<file path="src/design/symseq_pkg.sv">
package symseq_pkg;

  // ----------------------------------------------------------------------
  // Timing
  // ----------------------------------------------------------------------
  localparam int CLK_PERIOD_NS = 5;
  localparam int CLK_MHZ       = 200;
  localparam int UST_US        = 100;
  localparam int UST_CYCLES    = UST_US * CLK_MHZ;
  localparam int TS_TICK_NS    = 279;
  localparam int TS_CYCLES     = TS_TICK_NS / CLK_PERIOD_NS;
  localparam int RUNAWAY_SYMS  = 1000;
  localparam int CHECK_BITS    = 16;
  localparam int STAMP_BYTES   = 4;

  // ----------------------------------------------------------------------
  // Register map (byte addresses)
  // ----------------------------------------------------------------------
  localparam logic [7:0] ADDR_REQUEST = 8'h00;
  localparam logic [7:0] ADDR_CONFIRM = 8'h04;
  localparam logic [7:0] ADDR_TXBUF   = 8'h08;
  localparam logic [7:0] ADDR_RXBUF   = 8'h0C;
  localparam logic [7:0] ADDR_STATUS  = 8'h10;

  // Host request register fields
  localparam int REQ_TX      = 7;
  localparam int REQ_STOP_RX = 5;
  localparam int REQ_LZS     = 4;
  localparam int REQ_RESTART = 3;
  localparam int REQ_DEL_LO  = 1;
  localparam int REQ_STAMP   = 0;
  localparam logic [7:0] REQ_START_MASK = 8'hEF;
  localparam logic [7:0] REQ_START_VAL  = 8'hA6;
  localparam logic [7:0] REQ_BODY_MASK  = 8'hE9;
  localparam logic [7:0] REQ_BODY_VAL   = 8'hA0;
  localparam logic [7:0] REQ_TX_NEXT    = 8'hA1;
  localparam logic [7:0] REQ_RX_NEXT    = 8'h01;

  // Delimiter select codes
  localparam logic [1:0] DEL_NONE = 2'h0;
  localparam logic [1:0] DEL_EOF  = 2'h1;
  localparam logic [1:0] DEL_EOP  = 2'h2;
  localparam logic [3:0] LEN_EOF  = 4'h3;
  localparam logic [3:0] LEN_EOP  = 4'h4;
  localparam logic [3:0] LEN_PREAMBLE_END_DELIMITER = 4'h8;

  // Device confirm codes
  localparam logic [7:0] CNF_QUIET     = 8'h00;
  localparam logic [7:0] CNF_ACTIVE    = 8'h80;
  localparam logic [7:0] CNF_LOST      = 8'h60;
  localparam logic [7:0] CNF_COLLIDE   = 8'hA0;
  localparam logic [7:0] CNF_BUF_EMPTY = 8'h10;
  localparam logic [7:0] CNF_STAMP     = 8'hB4;
  localparam logic [7:0] CNF_RUNAWAY   = 8'h01;
  localparam int         CNF_GOOD      = 3;

  // Medium states
  localparam logic [1:0] MED_INF  = 2'h0;
  localparam logic [1:0] MED_SUP1 = 2'h1;
  localparam logic [1:0] MED_SUP2 = 2'h2;

  localparam logic [15:0] CRC_INIT = 16'h0000;

  typedef enum logic [8:0] {
    ST_INIT     = 9'h001,
    ST_IDLE     = 9'h002,
    ST_RX_PRE   = 9'h004,
    ST_RX_CHECK = 9'h008,
    ST_RX_STAMP = 9'h010,
    ST_TX_PRE   = 9'h020,
    ST_TX_BODY  = 9'h040,
    ST_TX_CHECK = 9'h080,
    ST_TX_STAMP = 9'h100
  } seq_state_t;

  typedef struct packed {
    seq_state_t  state;
    logic [15:0] ust_cnt;
    logic [7:0]  ts_div;
    logic [31:0] ts;
    logic [31:0] stamp;
    logic [1:0]  byte_idx;
    logic [7:0]  req;
    logic [7:0]  txbuf;
    logic [7:0]  rxbuf;
    logic [7:0]  conf;
    logic        pend;
    logic        due;
    logic [7:0]  due_code;
    logic [7:0]  lfsr;
    logic        pkt_sup2;
    logic [1:0]  med;
    logic        tx_en;
    logic        pre_inf;
    logic [3:0]  sym_left;
    logic [7:0]  bits;
    logic [3:0]  nbits;
    logic [1:0]  del;
    logic        eop_sent;
    logic        hold_v;
    logic [7:0]  hold_byte;
    logic        hold_lzs;
    logic [1:0]  hold_del;
    logic [15:0] crc;
    logic [4:0]  chk_cnt;
    logic [9:0]  sup_run;
    logic        runaway;
    logic        pready;
    logic        pslverr;
    logic [31:0] prdata;
  } seq_regs_t;

endpackage

</file>
<file path="src/design/powerline_symbol_sequencer.sv">
`timescale 1ns/1ps
`default_nettype none

// Function
// - Check phase ends to timestamp, or idle
// - Receive timestamp: four bytes, low first
// - Leave receive timestamp on abort, stamp clear
// - Send 8-bit preamble, seed then pseudo-random
// - Preamble alternates superior and inferior
// - Preamble end: superior for 8 USTs
// - Zero suppress skips preamble, generator advances
// - Packet superior alternates, first is superior 2
// - Activity at inferior preamble means collision
// - Cleared transmit bit aborts to idle
// - Body bits LSB first, 1/2 UNIT_SYMBOL_TIME
// - Zero suppress drops leading zero bits
// - Delimiter select: none, field or packet end
// - Handshake once byte copied to holding in the body; for a copy during the preamble, at body start
// - After packet end, go to check
// - Send 16 check bits MSB first, then one zero symbol
// - Check done: handshake, timestamp, stamp state
// - Transmit timestamp four bytes, 275ns tick
// - Zero request leaves transmit timestamp
// - No new handshake before confirm read
// - Preamble-end confirm pattern with flags
// - Runaway flag after 1000 superior symbols
// - Delimiter codes 00, 01, 10
// - Soft restart returns to initialization
// - Free-running 32-bit timestamp counter
module powerline_symbol_sequencer #(
  parameter int          UST_CYC  = symseq_pkg::UST_CYCLES,
  parameter logic [15:0] CRC_POLY = 16'h8005
) (
  input  wire logic        clk_i,
  input  wire logic        rstn_i,
  input  wire logic        psel_i,
  input  wire logic        penable_i,
  input  wire logic        pwrite_i,
  input  wire logic [7:0]  paddr_i,
  input  wire logic [31:0] pwdata_i,
  output logic      [31:0] prdata_o,
  output logic             pready_o,
  output logic             pslverr_o,
  input  wire logic [1:0]  rx_med_i,
  input  wire logic        line_active_i,
  input  wire logic        rx_body_end_i,
  input  wire logic [15:0] rx_crc_i,
  input  wire logic        rx_preamble_end_delimiter_i,
  input  wire logic        rx_preamble_end_delimiter_noise_i,
  input  wire logic        rx_pre_data_i,
  input  wire logic [7:0]  rx_pre_byte_i,
  output logic      [1:0]  tx_med_o,
  output logic             tx_en_o,
  output logic             hs_int_o
);

  if (UST_CYC < 16 || UST_CYC > 65535)
  begin : g_bad_ust
    $error("UST_CYC out of range");
  end

  symseq_pkg::seq_regs_t r_r;
  symseq_pkg::seq_regs_t r_nxt;

  // ----------------------------------------------------------------------
  // Helpers
  // ----------------------------------------------------------------------
  function automatic logic [15:0] crc_step(input logic [15:0] c,
                                           input logic        b);
    logic fb;
    fb = c[15] ^ b;
    crc_step = {c[14:0], 1'b0} ^ (fb ? CRC_POLY : 16'h0000);
  endfunction

  // Number of bits up to and including the highest one
  function automatic logic [3:0] sig_len(input logic [7:0] v);
    logic [3:0] n;
    n = 4'h0;
    for (int i = 0; i < 8; i++)
    begin
      if (v[i])
        n = 4'(i + 1);
    end
    sig_len = n;
  endfunction

  function automatic logic [1:0] other_sup(input logic [1:0] m);
    other_sup = (m == symseq_pkg::MED_SUP1) ? symseq_pkg::MED_SUP2
                                            : symseq_pkg::MED_SUP1;
  endfunction

  logic       unit_symbol_time;
  logic       apb_done;
  logic       wr;
  logic       rd;
  logic [7:0] wbyte;
  logic [1:0] pkt_sup;
  logic       sym_end;

  assign unit_symbol_time      = (r_r.ust_cnt == 16'h0000);
  assign apb_done = psel_i & penable_i & r_r.pready;
  assign wr       = apb_done & pwrite_i & ~r_r.pslverr;
  assign rd       = apb_done & ~pwrite_i;
  assign wbyte    = pwdata_i[7:0];
  assign pkt_sup  = r_r.pkt_sup2 ? symseq_pkg::MED_SUP2
                                 : symseq_pkg::MED_SUP1;
  assign sym_end  = unit_symbol_time & (r_r.sym_left == 4'h1);

  // ----------------------------------------------------------------------
  // Next state
  // ----------------------------------------------------------------------
  always_comb
  begin
    logic       req_wr;
    logic       txb_wr;
    logic       mapped;
    logic [7:0] rdv;
    r_nxt  = r_r;
    rdv    = 8'h00;
    req_wr = wr & (paddr_i == symseq_pkg::ADDR_REQUEST);
    txb_wr = wr & (paddr_i == symseq_pkg::ADDR_TXBUF);
    mapped = (paddr_i == symseq_pkg::ADDR_REQUEST)
           | (paddr_i == symseq_pkg::ADDR_CONFIRM)
           | (paddr_i == symseq_pkg::ADDR_TXBUF)
           | (paddr_i == symseq_pkg::ADDR_RXBUF)
           | (paddr_i == symseq_pkg::ADDR_STATUS);

    // Bus slave: one wait state, answer in the second access cycle
    r_nxt.pready  = psel_i & penable_i & ~r_r.pready;
    r_nxt.pslverr = psel_i & penable_i & ~r_r.pready & ~mapped;
    case (paddr_i)
      symseq_pkg::ADDR_REQUEST: rdv = r_r.req;
      symseq_pkg::ADDR_CONFIRM: rdv = r_r.conf;
      symseq_pkg::ADDR_TXBUF:   rdv = r_r.txbuf;
      symseq_pkg::ADDR_RXBUF:   rdv = r_r.rxbuf;
      default:                  rdv = 8'h00;
    endcase
    if (psel_i & penable_i & ~r_r.pready)
    begin
      if (paddr_i == symseq_pkg::ADDR_STATUS)
        r_nxt.prdata = {21'h000000, r_r.hold_v, 1'b0, r_r.state};
      else
        r_nxt.prdata = {24'h000000, rdv};
    end
    if (req_wr)
      r_nxt.req = wbyte;
    if (txb_wr)
      r_nxt.txbuf = wbyte;

    // Reading the confirm register acknowledges the handshake
    if (rd & (paddr_i == symseq_pkg::ADDR_CONFIRM))
      r_nxt.pend = 1'b0;

    // Timebases
    r_nxt.ust_cnt = unit_symbol_time ? 16'(UST_CYC - 1) : r_r.ust_cnt - 16'h0001;
    if (r_r.ts_div == 8'(symseq_pkg::TS_CYCLES - 1))
    begin
      r_nxt.ts_div = 8'h00;
      r_nxt.ts     = r_r.ts + 32'h00000001;
    end
    else
      r_nxt.ts_div = r_r.ts_div + 8'h01;

    // Symbol timer counts down on every UNIT_SYMBOL_TIME until it reaches zero
    if (unit_symbol_time & (r_r.sym_left != 4'h0))
      r_nxt.sym_left = r_r.sym_left - 4'h1;

    // Runaway watch over consecutive superior symbols
    if (unit_symbol_time)
    begin
      if (r_r.med != symseq_pkg::MED_INF
          || (rx_med_i != symseq_pkg::MED_INF && !r_r.tx_en))
      begin
        if (r_r.sup_run != 10'(symseq_pkg::RUNAWAY_SYMS))
          r_nxt.sup_run = r_r.sup_run + 10'h001;
        else if (!r_r.runaway && r_r.state != symseq_pkg::ST_IDLE)
        begin
          r_nxt.runaway  = 1'b1;
          r_nxt.due      = 1'b1;
          r_nxt.due_code = r_r.conf | symseq_pkg::CNF_RUNAWAY;
        end
      end
      else
        r_nxt.sup_run = 10'h000;
    end

    case (r_r.state)
      symseq_pkg::ST_INIT:
      begin
        // The preamble seed is whatever sits in the buffer on release
        if (req_wr && wbyte == 8'h00)
        begin
          r_nxt.lfsr  = r_r.txbuf;
          r_nxt.state = symseq_pkg::ST_IDLE;
        end
      end

      symseq_pkg::ST_IDLE:
      begin
        r_nxt.runaway = 1'b0;
        if (req_wr && ((wbyte & symseq_pkg::REQ_START_MASK)
                       == symseq_pkg::REQ_START_VAL))
        begin
          r_nxt.state    = symseq_pkg::ST_TX_PRE;
          r_nxt.pkt_sup2 = ~r_r.pkt_sup2;
          r_nxt.bits     = r_r.lfsr;
          r_nxt.nbits    = wbyte[symseq_pkg::REQ_LZS] ? 4'h0 : 4'h8;
          r_nxt.lfsr     = {r_r.lfsr[6:0],
                            r_r.lfsr[7] ^ r_r.lfsr[5]
                            ^ r_r.lfsr[4] ^ r_r.lfsr[3]};
          // Counts as just after an inferior: first symbol is superior,
          // and the line is sensed before anything is sent
          r_nxt.pre_inf  = 1'b1;
          r_nxt.sym_left = 4'h0;
          r_nxt.crc      = symseq_pkg::CRC_INIT;
          r_nxt.hold_v   = 1'b0;
          r_nxt.del      = symseq_pkg::DEL_NONE;
          r_nxt.eop_sent = 1'b0;
          r_nxt.due      = 1'b1;
          r_nxt.due_code = symseq_pkg::CNF_BUF_EMPTY;
        end
        else if (rx_med_i != symseq_pkg::MED_INF)
        begin
          r_nxt.state    = symseq_pkg::ST_RX_PRE;
          r_nxt.due      = 1'b1;
          r_nxt.due_code = symseq_pkg::CNF_ACTIVE;
        end
        else if (unit_symbol_time && !r_r.pend)
        begin
          r_nxt.due      = 1'b1;
          r_nxt.due_code = symseq_pkg::CNF_QUIET;
        end
      end

      symseq_pkg::ST_RX_PRE:
      begin
        if (req_wr && wbyte[symseq_pkg::REQ_STOP_RX])
          r_nxt.state = symseq_pkg::ST_IDLE;
        else if (rx_preamble_end_delimiter_i)
        begin
          // Preamble end seen by the front end
          r_nxt.rxbuf    = rx_pre_byte_i;
          r_nxt.due      = 1'b1;
          r_nxt.due_code = {1'b1, rx_preamble_end_delimiter_noise_i, 1'b1, rx_pre_data_i,
                            4'h6};
        end
        else if (rx_body_end_i)
        begin
          r_nxt.state   = symseq_pkg::ST_RX_CHECK;
          r_nxt.crc     = rx_crc_i;
          r_nxt.chk_cnt = 5'h00;
        end
      end

      symseq_pkg::ST_RX_CHECK:
      begin
        if ((req_wr && wbyte[symseq_pkg::REQ_STOP_RX])
            || (unit_symbol_time && rx_med_i == symseq_pkg::MED_INF))
        begin
          r_nxt.state = symseq_pkg::ST_IDLE;
          if (!(req_wr && wbyte[symseq_pkg::REQ_STOP_RX]))
          begin
            r_nxt.due      = 1'b1;
            r_nxt.due_code = symseq_pkg::CNF_LOST;
          end
        end
        else if (unit_symbol_time)
        begin
          r_nxt.crc     = crc_step(r_r.crc,
                                   rx_med_i == symseq_pkg::MED_SUP1);
          r_nxt.chk_cnt = r_r.chk_cnt + 5'h01;
          if (r_r.chk_cnt == 5'(symseq_pkg::CHECK_BITS - 1))
          begin
            r_nxt.state    = symseq_pkg::ST_RX_STAMP;
            r_nxt.stamp    = r_r.ts;
            r_nxt.rxbuf    = r_r.ts[7:0];
            r_nxt.byte_idx = 2'h1;
            r_nxt.due      = 1'b1;
            r_nxt.due_code = symseq_pkg::CNF_STAMP;
            r_nxt.due_code[symseq_pkg::CNF_GOOD] =
              (crc_step(r_r.crc, rx_med_i == symseq_pkg::MED_SUP1)
               == 16'h0000);
          end
        end
      end

      symseq_pkg::ST_RX_STAMP, symseq_pkg::ST_TX_STAMP:
      begin
        if (r_r.state == symseq_pkg::ST_RX_STAMP && req_wr
            && !wbyte[symseq_pkg::REQ_STAMP]
            && wbyte[symseq_pkg::REQ_STOP_RX])
          r_nxt.state = symseq_pkg::ST_IDLE;
        else if (r_r.state == symseq_pkg::ST_TX_STAMP && req_wr
                 && wbyte == 8'h00)
          r_nxt.state = symseq_pkg::ST_IDLE;
        else if (req_wr && r_r.byte_idx != 2'h0
                 && ((r_r.state == symseq_pkg::ST_RX_STAMP
                      && wbyte == symseq_pkg::REQ_RX_NEXT)
                  || (r_r.state == symseq_pkg::ST_TX_STAMP
                      && wbyte == symseq_pkg::REQ_TX_NEXT)))
        begin
          r_nxt.rxbuf    = r_r.stamp[8*r_r.byte_idx +: 8];
          r_nxt.byte_idx = r_r.byte_idx + 2'h1;
          r_nxt.due      = 1'b1;
          r_nxt.due_code = symseq_pkg::CNF_STAMP;
        end
      end

      symseq_pkg::ST_TX_PRE:
      begin
        if (req_wr && !wbyte[symseq_pkg::REQ_TX])
          r_nxt.state = symseq_pkg::ST_IDLE;
        else if (line_active_i && (!r_r.tx_en || r_r.pre_inf))
        begin
          r_nxt.state    = symseq_pkg::ST_RX_PRE;
          r_nxt.due      = 1'b1;
          r_nxt.due_code = symseq_pkg::CNF_COLLIDE;
        end
        else if (r_r.sym_left == 4'h0 || sym_end)
        begin
          if (r_r.nbits != 4'h0)
          begin
            r_nxt.pre_inf  = r_r.tx_en & ~r_r.pre_inf;
            r_nxt.sym_left = r_r.bits[0] ? 4'h1 : 4'h2;
            r_nxt.bits     = {1'b0, r_r.bits[7:1]};
            r_nxt.nbits    = r_r.nbits - 4'h1;
          end
          else if (!r_r.pre_inf && r_r.tx_en && r_r.sym_left == 4'h1
                   && r_r.med == pkt_sup && r_r.del == 2'h3)
          begin
            r_nxt.state    = symseq_pkg::ST_TX_BODY;
            r_nxt.due      = 1'b1;
            r_nxt.due_code = symseq_pkg::CNF_BUF_EMPTY;
          end
          else
          begin
            r_nxt.pre_inf  = 1'b0;
            r_nxt.sym_left = symseq_pkg::LEN_PREAMBLE_END_DELIMITER;
            r_nxt.del      = 2'h3;
          end
        end
        if (req_wr && wbyte[symseq_pkg::REQ_TX]
            && ((wbyte & symseq_pkg::REQ_BODY_MASK)
                == symseq_pkg::REQ_BODY_VAL) && !r_r.hold_v)
        begin
          r_nxt.hold_v    = 1'b1;
          r_nxt.hold_byte = r_r.txbuf;
          r_nxt.hold_lzs  = wbyte[symseq_pkg::REQ_LZS];
          r_nxt.hold_del  = wbyte[symseq_pkg::REQ_DEL_LO +: 2];
        end
      end

      symseq_pkg::ST_TX_BODY:
      begin
        if (req_wr && !wbyte[symseq_pkg::REQ_TX])
          r_nxt.state = symseq_pkg::ST_IDLE;
        else
        begin
          if (req_wr && ((wbyte & symseq_pkg::REQ_BODY_MASK)
                         == symseq_pkg::REQ_BODY_VAL) && !r_r.hold_v)
          begin
            r_nxt.hold_v    = 1'b1;
            r_nxt.hold_byte = r_r.txbuf;
            r_nxt.hold_lzs  = wbyte[symseq_pkg::REQ_LZS];
            r_nxt.hold_del  = wbyte[symseq_pkg::REQ_DEL_LO +: 2];
            r_nxt.due       = 1'b1;
            r_nxt.due_code  = symseq_pkg::CNF_BUF_EMPTY;
          end
          if (r_r.sym_left == 4'h0 || sym_end)
          begin
            if (r_r.eop_sent)
            begin
              r_nxt.state   = symseq_pkg::ST_TX_CHECK;
              r_nxt.chk_cnt = 5'h00;
              r_nxt.sym_left = 4'h1;
            end
            else if (r_r.nbits != 4'h0)
            begin
              r_nxt.sym_left = r_r.bits[0] ? 4'h1 : 4'h2;
              r_nxt.crc      = crc_step(r_r.crc, r_r.bits[0]);
              r_nxt.bits     = {1'b0, r_r.bits[7:1]};
              r_nxt.nbits    = r_r.nbits - 4'h1;
            end
            else if (r_r.del == symseq_pkg::DEL_EOF
                     || r_r.del == symseq_pkg::DEL_EOP)
            begin
              r_nxt.sym_left = (r_r.del == symseq_pkg::DEL_EOP)
                             ? symseq_pkg::LEN_EOP
                             : symseq_pkg::LEN_EOF;
              r_nxt.eop_sent = (r_r.del == symseq_pkg::DEL_EOP);
              r_nxt.del      = symseq_pkg::DEL_NONE;
            end
            else if (r_r.hold_v)
            begin
              // A second packet end after one was sent is not repeated
              r_nxt.hold_v = 1'b0;
              r_nxt.bits   = r_r.hold_byte;
              r_nxt.nbits  = r_r.hold_lzs ? sig_len(r_r.hold_byte)
                                          : 4'h8;
              // None, field end or packet end; the extra code is ignored
              r_nxt.del    = (r_r.hold_del == 2'h3) ? symseq_pkg::DEL_NONE
                                                    : r_r.hold_del;
              r_nxt.sym_left = 4'h0;
            end
          end
        end
      end

      symseq_pkg::ST_TX_CHECK:
      begin
        if (req_wr && !wbyte[symseq_pkg::REQ_TX])
          r_nxt.state = symseq_pkg::ST_IDLE;
        else if (sym_end)
        begin
          r_nxt.chk_cnt = r_r.chk_cnt + 5'h01;
          r_nxt.crc     = {r_r.crc[14:0], 1'b0};
          if (r_r.chk_cnt == 5'(symseq_pkg::CHECK_BITS))
          begin
            r_nxt.state    = symseq_pkg::ST_TX_STAMP;
            r_nxt.stamp    = r_r.ts;
            r_nxt.rxbuf    = r_r.ts[7:0];
            r_nxt.byte_idx = 2'h1;
            r_nxt.due      = 1'b1;
            r_nxt.due_code = symseq_pkg::CNF_STAMP;
            r_nxt.sym_left = 4'h0;
          end
          else
            r_nxt.sym_left = 4'h1;
        end
      end

      default: r_nxt.state = symseq_pkg::ST_INIT;
    endcase

    // Medium drive follows the symbol being sent
    r_nxt.tx_en = r_nxt.state == symseq_pkg::ST_TX_PRE
                | r_nxt.state == symseq_pkg::ST_TX_BODY
                | r_nxt.state == symseq_pkg::ST_TX_CHECK;
    if (!r_nxt.tx_en)
      r_nxt.med = symseq_pkg::MED_INF;
    else if (r_r.state == symseq_pkg::ST_TX_PRE
             && r_nxt.state == symseq_pkg::ST_TX_PRE)
      r_nxt.med = r_nxt.pre_inf ? symseq_pkg::MED_INF : pkt_sup;
    else if (r_nxt.state == symseq_pkg::ST_TX_CHECK)
      r_nxt.med = r_nxt.crc[15] ? pkt_sup : other_sup(pkt_sup);
    // Every new body symbol starts with a transition, a one after a one too
    else if (r_r.state == symseq_pkg::ST_TX_BODY
             && (r_r.sym_left == 4'h0 || sym_end)
             && r_nxt.sym_left != 4'h0)
      r_nxt.med = other_sup(r_r.med);

    // Load waits a cycle after the confirm read so the line drops between
    if (r_nxt.due && !r_r.pend)
    begin
      r_nxt.pend = 1'b1;
      r_nxt.conf = r_nxt.due_code;
      r_nxt.due  = 1'b0;
    end

    // Soft restart overrides the state, drive, due and hold updates, not a confirm load
    if (req_wr && wbyte[symseq_pkg::REQ_RESTART])
    begin
      r_nxt.state  = symseq_pkg::ST_INIT;
      r_nxt.tx_en  = 1'b0;
      r_nxt.med    = symseq_pkg::MED_INF;
      r_nxt.due    = 1'b0;
      r_nxt.hold_v = 1'b0;
    end
  end

  // ----------------------------------------------------------------------
  // State register
  // ----------------------------------------------------------------------
  always_ff @(posedge clk_i or negedge rstn_i)
  begin
    if (!rstn_i)
    begin
      r_r       <= '0;
      r_r.state <= symseq_pkg::ST_INIT;
    end
    else
      r_r <= r_nxt;
  end

  assign prdata_o  = r_r.prdata;
  assign pready_o  = r_r.pready;
  assign pslverr_o = r_r.pslverr;
  assign tx_med_o  = r_r.med;
  assign tx_en_o   = r_r.tx_en;
  assign hs_int_o  = r_r.pend;

endmodule

`default_nettype wire

</file>
<file path="config.mk">
export PLATFORM = sky130hd
export DESIGN_NAME = powerline_symbol_sequencer
export DESIGN_NICKNAME = d
export VERILOG_FILES = /design/src/design/symseq_pkg.sv /design/src/design/powerline_symbol_sequencer.sv
export SDC_FILE = /design/constraint.sdc
export NUM_CORES = 1
export LEC_CHECK = 0
export BUFFER_PORTS_ARGS = -buffer_cell sky130_fd_sc_hd__buf_4
export CAP_MARGIN = 20
export CORE_ASPECT_RATIO = 0.75
export CORE_MARGIN = 5
export CORE_UTILIZATION = 35
export DETAILED_ROUTE_END_ITERATION = 12
export PLACE_DENSITY = 0.64
export SYNTH_ARGS = -nofsm -noshare
export SYNTH_HDL_FRONTEND = slang
export SYNTH_SLANG_ARGS = --single-unit
</file>
<file path="constraint.sdc">
create_clock -name clk_i -period 4.9 [get_ports clk_i]
set_input_delay 0 -clock clk_i [delete_from_list [all_inputs] [get_ports clk_i]]
set_output_delay 0 -clock clk_i [all_outputs]
set_load 0.01 [all_outputs]
</file>
==> summary.md, run 1 <==
| Metric | Value |
|---|---|
| Core ar. | `35700 µm²` |
| Final hold vios | `0` |
| Share of the synthesized area in the top cell type | `between 40% and 50%` |
| # resized after CTS | `0` |
| First-pass GRT wire length | `between 50 and 60 mm` |
| CP Launch Type | `register` |
| Post-synth EDFFs | `0` |
| Mapped cell area | `roughly 13000 µm²` |
| GR Overflow Total | `0` |
| Outcome | `finished clean` |
| Largest net degree at the start of global routing | `132` |
| Post-CTS Setup Bufs | `0` |
| Vias per cell | `roughly 5.6` |
| Ys async rst share | `between 90% and 100%` |
| Synth warn | `0` |
| Fmax | `roughly 260 MHz` |
| Root buf cell | `clkbuf_16` |
| Pin slew with the least headroom to its limit | `about 1.1 ns` |
| Top-count cell post-synth | `dfrtp_1` |
| H-tree levels | `1` |
| Setup slack after layout | `approximately 1.1 ns` |
| Placed Area | `between 10000 and 15000 µm²` |
| Avg Cell Area, Syn | `just under 10 µm²` |
| Pwr/cell area | `around 270 nW/µm²` |
| IO Pins | `114` |
| ANT cells | `0` |
| Hpwl dp | `~26 mm` |
| Max Cap Viol | `0` |
| Initial Util | `between 30 and 40%` |
| RSZ-0062 raised after global routing | `false` |
| Critical path class | `reg2reg` |
| Vias in the first global route | `between 10000 and 15000` |
| Finished Core Util | `about two fifths` |
| CTS tree | `yes` |
| Max-slew violations | `0` |
| Final Instance Area | `around 15000 µm²` |
| Total Nets Final | `1476` |
| Flops & latches, synth | `between 200 and 250` |
| Die H | `about 170 µm` |
| Final setup vio count | `0` |
| Port Buf Inserts | `67` |
| Vias | `~10000` |
| Syn-to-layout area delta | `16.5%` |
| Layout cell share with drive strength beyond 1 | `14.8%` |
| Cell Rows | `60` |
| Average wire per standard cell | `roughly 20 µm` |
| Worst-skew pair later-pin latency | `roughly 0.55 ns` |
| Full die area | `about 40000 µm²` |
| Number of antenna violations at the first check in global routing | `0` |
| Cell taking the most area after synthesis | `dfrtp_1` |
| Iter 0 DRT Violations | `around 1300` |
| Final setup TNS | `0 ns` |
| Detailed Route WL | `36.6 mm` |
| Synth cell count leaders | `228 x dfrtp_1, 160 x nand2_1, 101 x nor2_1` |
| CTS clock-pin slew for the worst setup and hold paths | `roughly 0.07 ns` |
| Die X | `229 µm` |
| Register area share after synthesis | `a little under half` |
| Routability cong. | `between 0.9 and 1` |
| First-pass DRT Iterations | `6` |
| Unique masters post-synth | `84` |
| Final Critical Period | `roughly 3.8 ns` |
| Clock buffer depth | `3` |
| Num CTS Buffers | `24` |
| Pre-CTS WS | `~1.1 ns` |
| Clock Skews | `approximately 0.032 ns` |
| All-Layer GR Usage | `approximately 18%` |
| Non-Filler Instances | `about 1900` |
| # hold bufs at CTS | `47` |
| Top cells by area, synth | `dfrtp_1 45%, nand2_1 4.8%, mux2_2 4.0%` |
| Worst VDD drop | `approximately 0.00019 V` |
| Worst path required time | `around 5.3 ns` |
| Slew headroom | `approximately 29%` |
| Flop2flop setup slack | `between 1 and 1.5 ns` |
| Pleak | `6.69 nW` |
| Fin crit share | `77.8%` |
| CP max FO | `16` |
| Worst EP arrival | `around 4.3 ns` |
| Sink Count | `between 200 and 250` |
| Post-synth top flop | `dfrtp_1` |
| Post-Syn Instances | `1302` |
| DR DRC count | `0` |
| Routed Antenna Nets | `0` |
| HP Class | `in2reg` |
| Placed cell count | `between 1500 and 2000` |
| Crit end category | `register` |
[placed cells by master (no fill, tap or decap), types with 7 or more instances in the layout]
cell type,netlist,final
nor2_1,101,101
nor3_1,25,25
nand2b_1,10,10
mux2_2,45,45
xnor2_1,39,39
a222oi_1,22,22
o31ai_1,9,8
dlygate4sd3_1,0,47
a22oi_1,16,16
nor2b_1,14,14
mux4_2,8,8
mux2_1,22,22
or3_1,13,13
conb_1,1,22
xor2_1,15,15
buf_4,37,85
clkbuf_16,0,25
nand3_1,60,60
nand2_1,160,160
nand4_1,16,16
and3_1,30,30
a21oi_1,53,53
o211ai_1,7,7
dfrtp_1,228,228
ha_1,16,16
mux2i_1,18,18
and4_1,10,10
inv_1,34,34
a31oi_1,24,24
o21ai_0,67,67
nor4_1,15,15
[power breakdown]
group	internal, mW	switching [mW]	total (mW)
sequential	1.91	0.0175	1.93
combinational	0.0918	0.141	0.233
clock	1.08	0.790	1.87
total	3.08	0.948	4.03
[state kept, by name, indices dropped and copies added (netlist names)]
name	cells
tx_en_o	1
tx_med_o	2
r_r	213
pslverr_o	1
hs_int_o	1
prdata_o	10
pready_o	1
[path summary, 6_finish.rpt]
kind | from | to | cells past startpoint
worst max-delay path | r_r[226] | tx_med_o[0] | 11
worst min register to register | r_r[225] | r_r[225] | 1
max in group asynchronous | rstn_i | r_r[177] | 3
worst max register to register | r_r[226] | tx_med_o[0] | 11
min in group asynchronous | rstn_i | r_r[61] | 2
worst min-delay path | rx_crc_i[15] | r_r[65] | 4
[worst max-delay path: stages, from the launching register on]
cell	delay (ns)
dfrtp_1	0.43
inv_1	0.10
ha_1	0.17
nor4b_1	0.37
and4_1	0.37
a21oi_1	0.32
a211oi_2	0.50
nand3_2	0.41
nor4b_2	0.51
o31a_1	0.19
o211ai_1	0.08
a32o_1	0.26
[stage by stage]
step / hold WS [ns] / total power, mW
after global routing: 0.0458 / 4.19
after CTS: 0.000409 / 4.07
after global placement: 0.190 / 2.16
final: 0.0258 / 4.03
after floorplan: -0.296 / 2.06
after detailed placement: 0.194 / 2.16
[metal layers]
metal	global-route usage [%]	routed length [µm]
met1	26.3	17300
met2	26.4	15900
met3	3.92	2800
met4	3.18	625
met5	0	0
[cell type report]
type                            instances  area (µm²)
Tap cell                              465         582
Multi-Input combinational cell        961        6340
Clock inverter                          7        66.3
Clock buffer                           37         731
Fill cell                            3465       21000
Timing Repair Buffer                  134        1140
Inverter                               34         128
Sequential cell                       229        5730
[cells by family after synthesis]
family,synth area share (%)
AND/OR/NAND/NOR,21.6
flip-flops,45.4
buffers and inverters,5.12
other,0.0297
adder cells (fa/ha/maj),1.58
multiplexers,8.94
XOR/XNOR,3.74
AO/OA/AOI/OAI,13.6
Note: power is estimated with default switching activity, not from simulation.
==> run 2, diff against run 1 <==
--- a/config.mk
+++ b/config.mk
@@ -11,7 +11,7 @@
 export CORE_MARGIN = 5
 export CORE_UTILIZATION = 35
 export DETAILED_ROUTE_END_ITERATION = 12
-export PLACE_DENSITY = 0.64
+export PLACE_DENSITY = 0.66
 export SYNTH_ARGS = -nofsm -noshare
 export SYNTH_HDL_FRONTEND = slang
 export SYNTH_SLANG_ARGS = --single-unit
==> constraint.sdc (replaced) <==
create_clock -name clk_i -period 3.3 [get_ports clk_i]
set_input_delay 0 -clock clk_i [delete_from_list [all_inputs] [get_ports clk_i]]
set_output_delay 0 -clock clk_i [all_outputs]
set_load 0.01 [all_outputs]
==> summary.md, run 2 (synthesis gave the netlist of run 1 again) <==
| Metric | Value |
|---|---|
| Fmax | `around 310 MHz` |
| Final setup vio count | `0` |
| Non-Filler Instances | `around 1900` |
| Vias | `roughly 11000` |
| Clock buffer depth | `3` |
| Num CTS Buffers | `24` |
| Biggest register | `r_r` |
| Reg area | `5730 µm²` |
| Most frequent cells in the layout | `227 x dfrtp_1, 159 x nand2_1, 144 x buf_4, 101 x nor2_1, 67 x o21ai_0` |
| Pre-CTS WS | `0.0592 ns` |
| Worst VDD drop | `0.000329 V` |
| CTS clock-pin slew for the worst setup and hold paths | `approximately 0.08 ns` |
| Pleak | `roughly 7 nW` |
| HP Class | `in2reg` |
| Worst path required time | `approximately 3.7 ns` |
| Detailed Route WL | `roughly 37 mm` |
| Flop2flop setup slack | `a little under 0.1 ns` |
| Setup slack after layout | `0.0992 ns` |
| Post-CTS Setup Bufs | `0` |
| Pin slew with the least headroom to its limit | `around 1.1 ns` |
| Port Buf Inserts | `67` |
| Final hold vios | `0` |
| Routability cong. | `~0.94` |
| Critical path class | `reg2reg` |
| All-Layer GR Usage | `18.0%` |
| Syn-to-layout area delta | `20.9%` |
| GR Overflow Total | `0` |
| Worst EP arrival | `~3.6 ns` |
| Max-slew violations | `0` |
| Vias per cell | `5.58` |
| Cell Rows | `60` |
| Iter 0 DRT Violations | `between 1000 and 1500` |
| Critical R2R Launch | `r_r[246]` |
| IO Pins | `114` |
| RSZ-0062 raised after global routing | `true` |
| First-pass GRT wire length | `approximately 60 mm` |
| Routed Antenna Nets | `0` |
| Max FFs per register | `213` |
| Hold Slack | `approximately 0.027 ns` |
| Reg2reg end | `r_r[126]` |
| Hpwl dp | `27.3 mm` |
| Total Nets Final | `between 1500 and 2000` |
| Die X | `between 200 and 250 µm` |
| Worst-skew pair later-pin latency | `0.55 ns` |
| Setup crit start | `r_r[246]` |
| Most common cell after layout, fill and taps aside | `dfrtp_1` |
| Largest net degree at the start of global routing | `88` |
| Fin crit share | `97.0%` |
| Average wire per standard cell | `19.2 µm` |
| Initial Util | `35.4%` |
| Max Cap Viol | `0` |
| CP Launch Type | `register` |
| Pwr/cell area | `between 400 and 500 nW/µm²` |
| Crit end category | `register` |
| Slew headroom | `between 20% and 30%` |
| Multi-input logic area | `6400 µm²` |
| Final Power | `between 6 and 7 mW` |
| R2R depth | `9` |
| Critical Path End | `r_r[126]` |
| First-pass DRT Iterations | `8` |
| DR DRC count | `0` |
| Placed cell count | `approximately 1800` |
| Sink Count | `about 230` |
| Clock Skews | `between 0.03 and 0.04 ns` |
| Full die area | `roughly 40000 µm²` |
| CP max FO | `9` |
| CTS tree | `yes` |
| Die H | `roughly 170 µm` |
| Number of antenna violations at the first check in global routing | `0` |
| Final Critical Period | `3.20 ns` |
| H-tree levels | `1` |
| Root buf cell | `clkbuf_16` |
| ANT cells | `0` |
| Outcome | `finished clean` |
| Layout cell share with drive strength beyond 1 | `about 19%` |
| Vias in the first global route | `10410` |
| # fillers | `3446` |
| Core ar. | `about 36000 µm²` |
[run 2: power breakdown]
part / internal, mW / switching (mW) / total [mW]
Sequential: 2.83 / 0.0267 / 2.86
Combinational: 0.144 / 0.214 / 0.357
Clock: 1.78 / 1.19 / 2.97
[run 2: worst max-delay path: stages (launching register included)]
cell and delay, ns:
dfrtp_1 0.57, nor4b_2 0.26, a31oi_1 0.08, or4_4 0.49, or3_1 0.38, a22o_1 0.30, nor4_4 0.19, o211ai_2 0.17
a221o_1 0.37, mux2_4 0.26
[run 2: layout make-up]
type	instances	area share (%)
timing repair buffer	190	10.3
multi-input combinational	961	41.9
tap	465	3.81
clock inverter	11	1.08
clock buffer	30	4.48
inverter	34	0.836
sequential	229	37.5
[run 2: worst min-delay path by stage]
stage	startpoint	endpoint	slack, ns	cells past startpoint
after floorplan	rstn_i	hs_int_o	-0.30	0
after global placement	rstn_i	r_r[61]	0.05	1
after detailed placement	rstn_i	r_r[60]	0.06	1
after CTS	paddr_i[4]	r_r[243]	0.004	6
after global routing	rx_pre_data_i	r_r[114]	0.06	5
final	rx_pre_data_i	r_r[114]	0.03	5
[run 2: layer usage]
metal | wire [µm] | global-route usage (%)
met3 | 2790 | 4.67
met4 | 632 | 3.06
met1 | 17500 | 26.8
met2 | 15900 | 26.6
met5 | 70 | 1.32
[run 2: what timing repair did]
| action | in CTS | in global routing |
|---|---|---|
| hold buffers | 42 | 0 |
| endpoints found under the hold margin | 139 | 0 |
| endpoints found under the setup margin | 0 | 17 |
| gates resized for setup | 0 | 12 |
[run 2: metrics by stage]
stage               cell area (µm²)  TNS (ns)  utilization (%)
floorplan                     12700         0                -
CTS                           15200         0             42.6
finish                        15300         0             42.7
detailed placement            13900         0             39.0
global placement              13900         0             39.0
global route                  15300   -0.0114             42.7
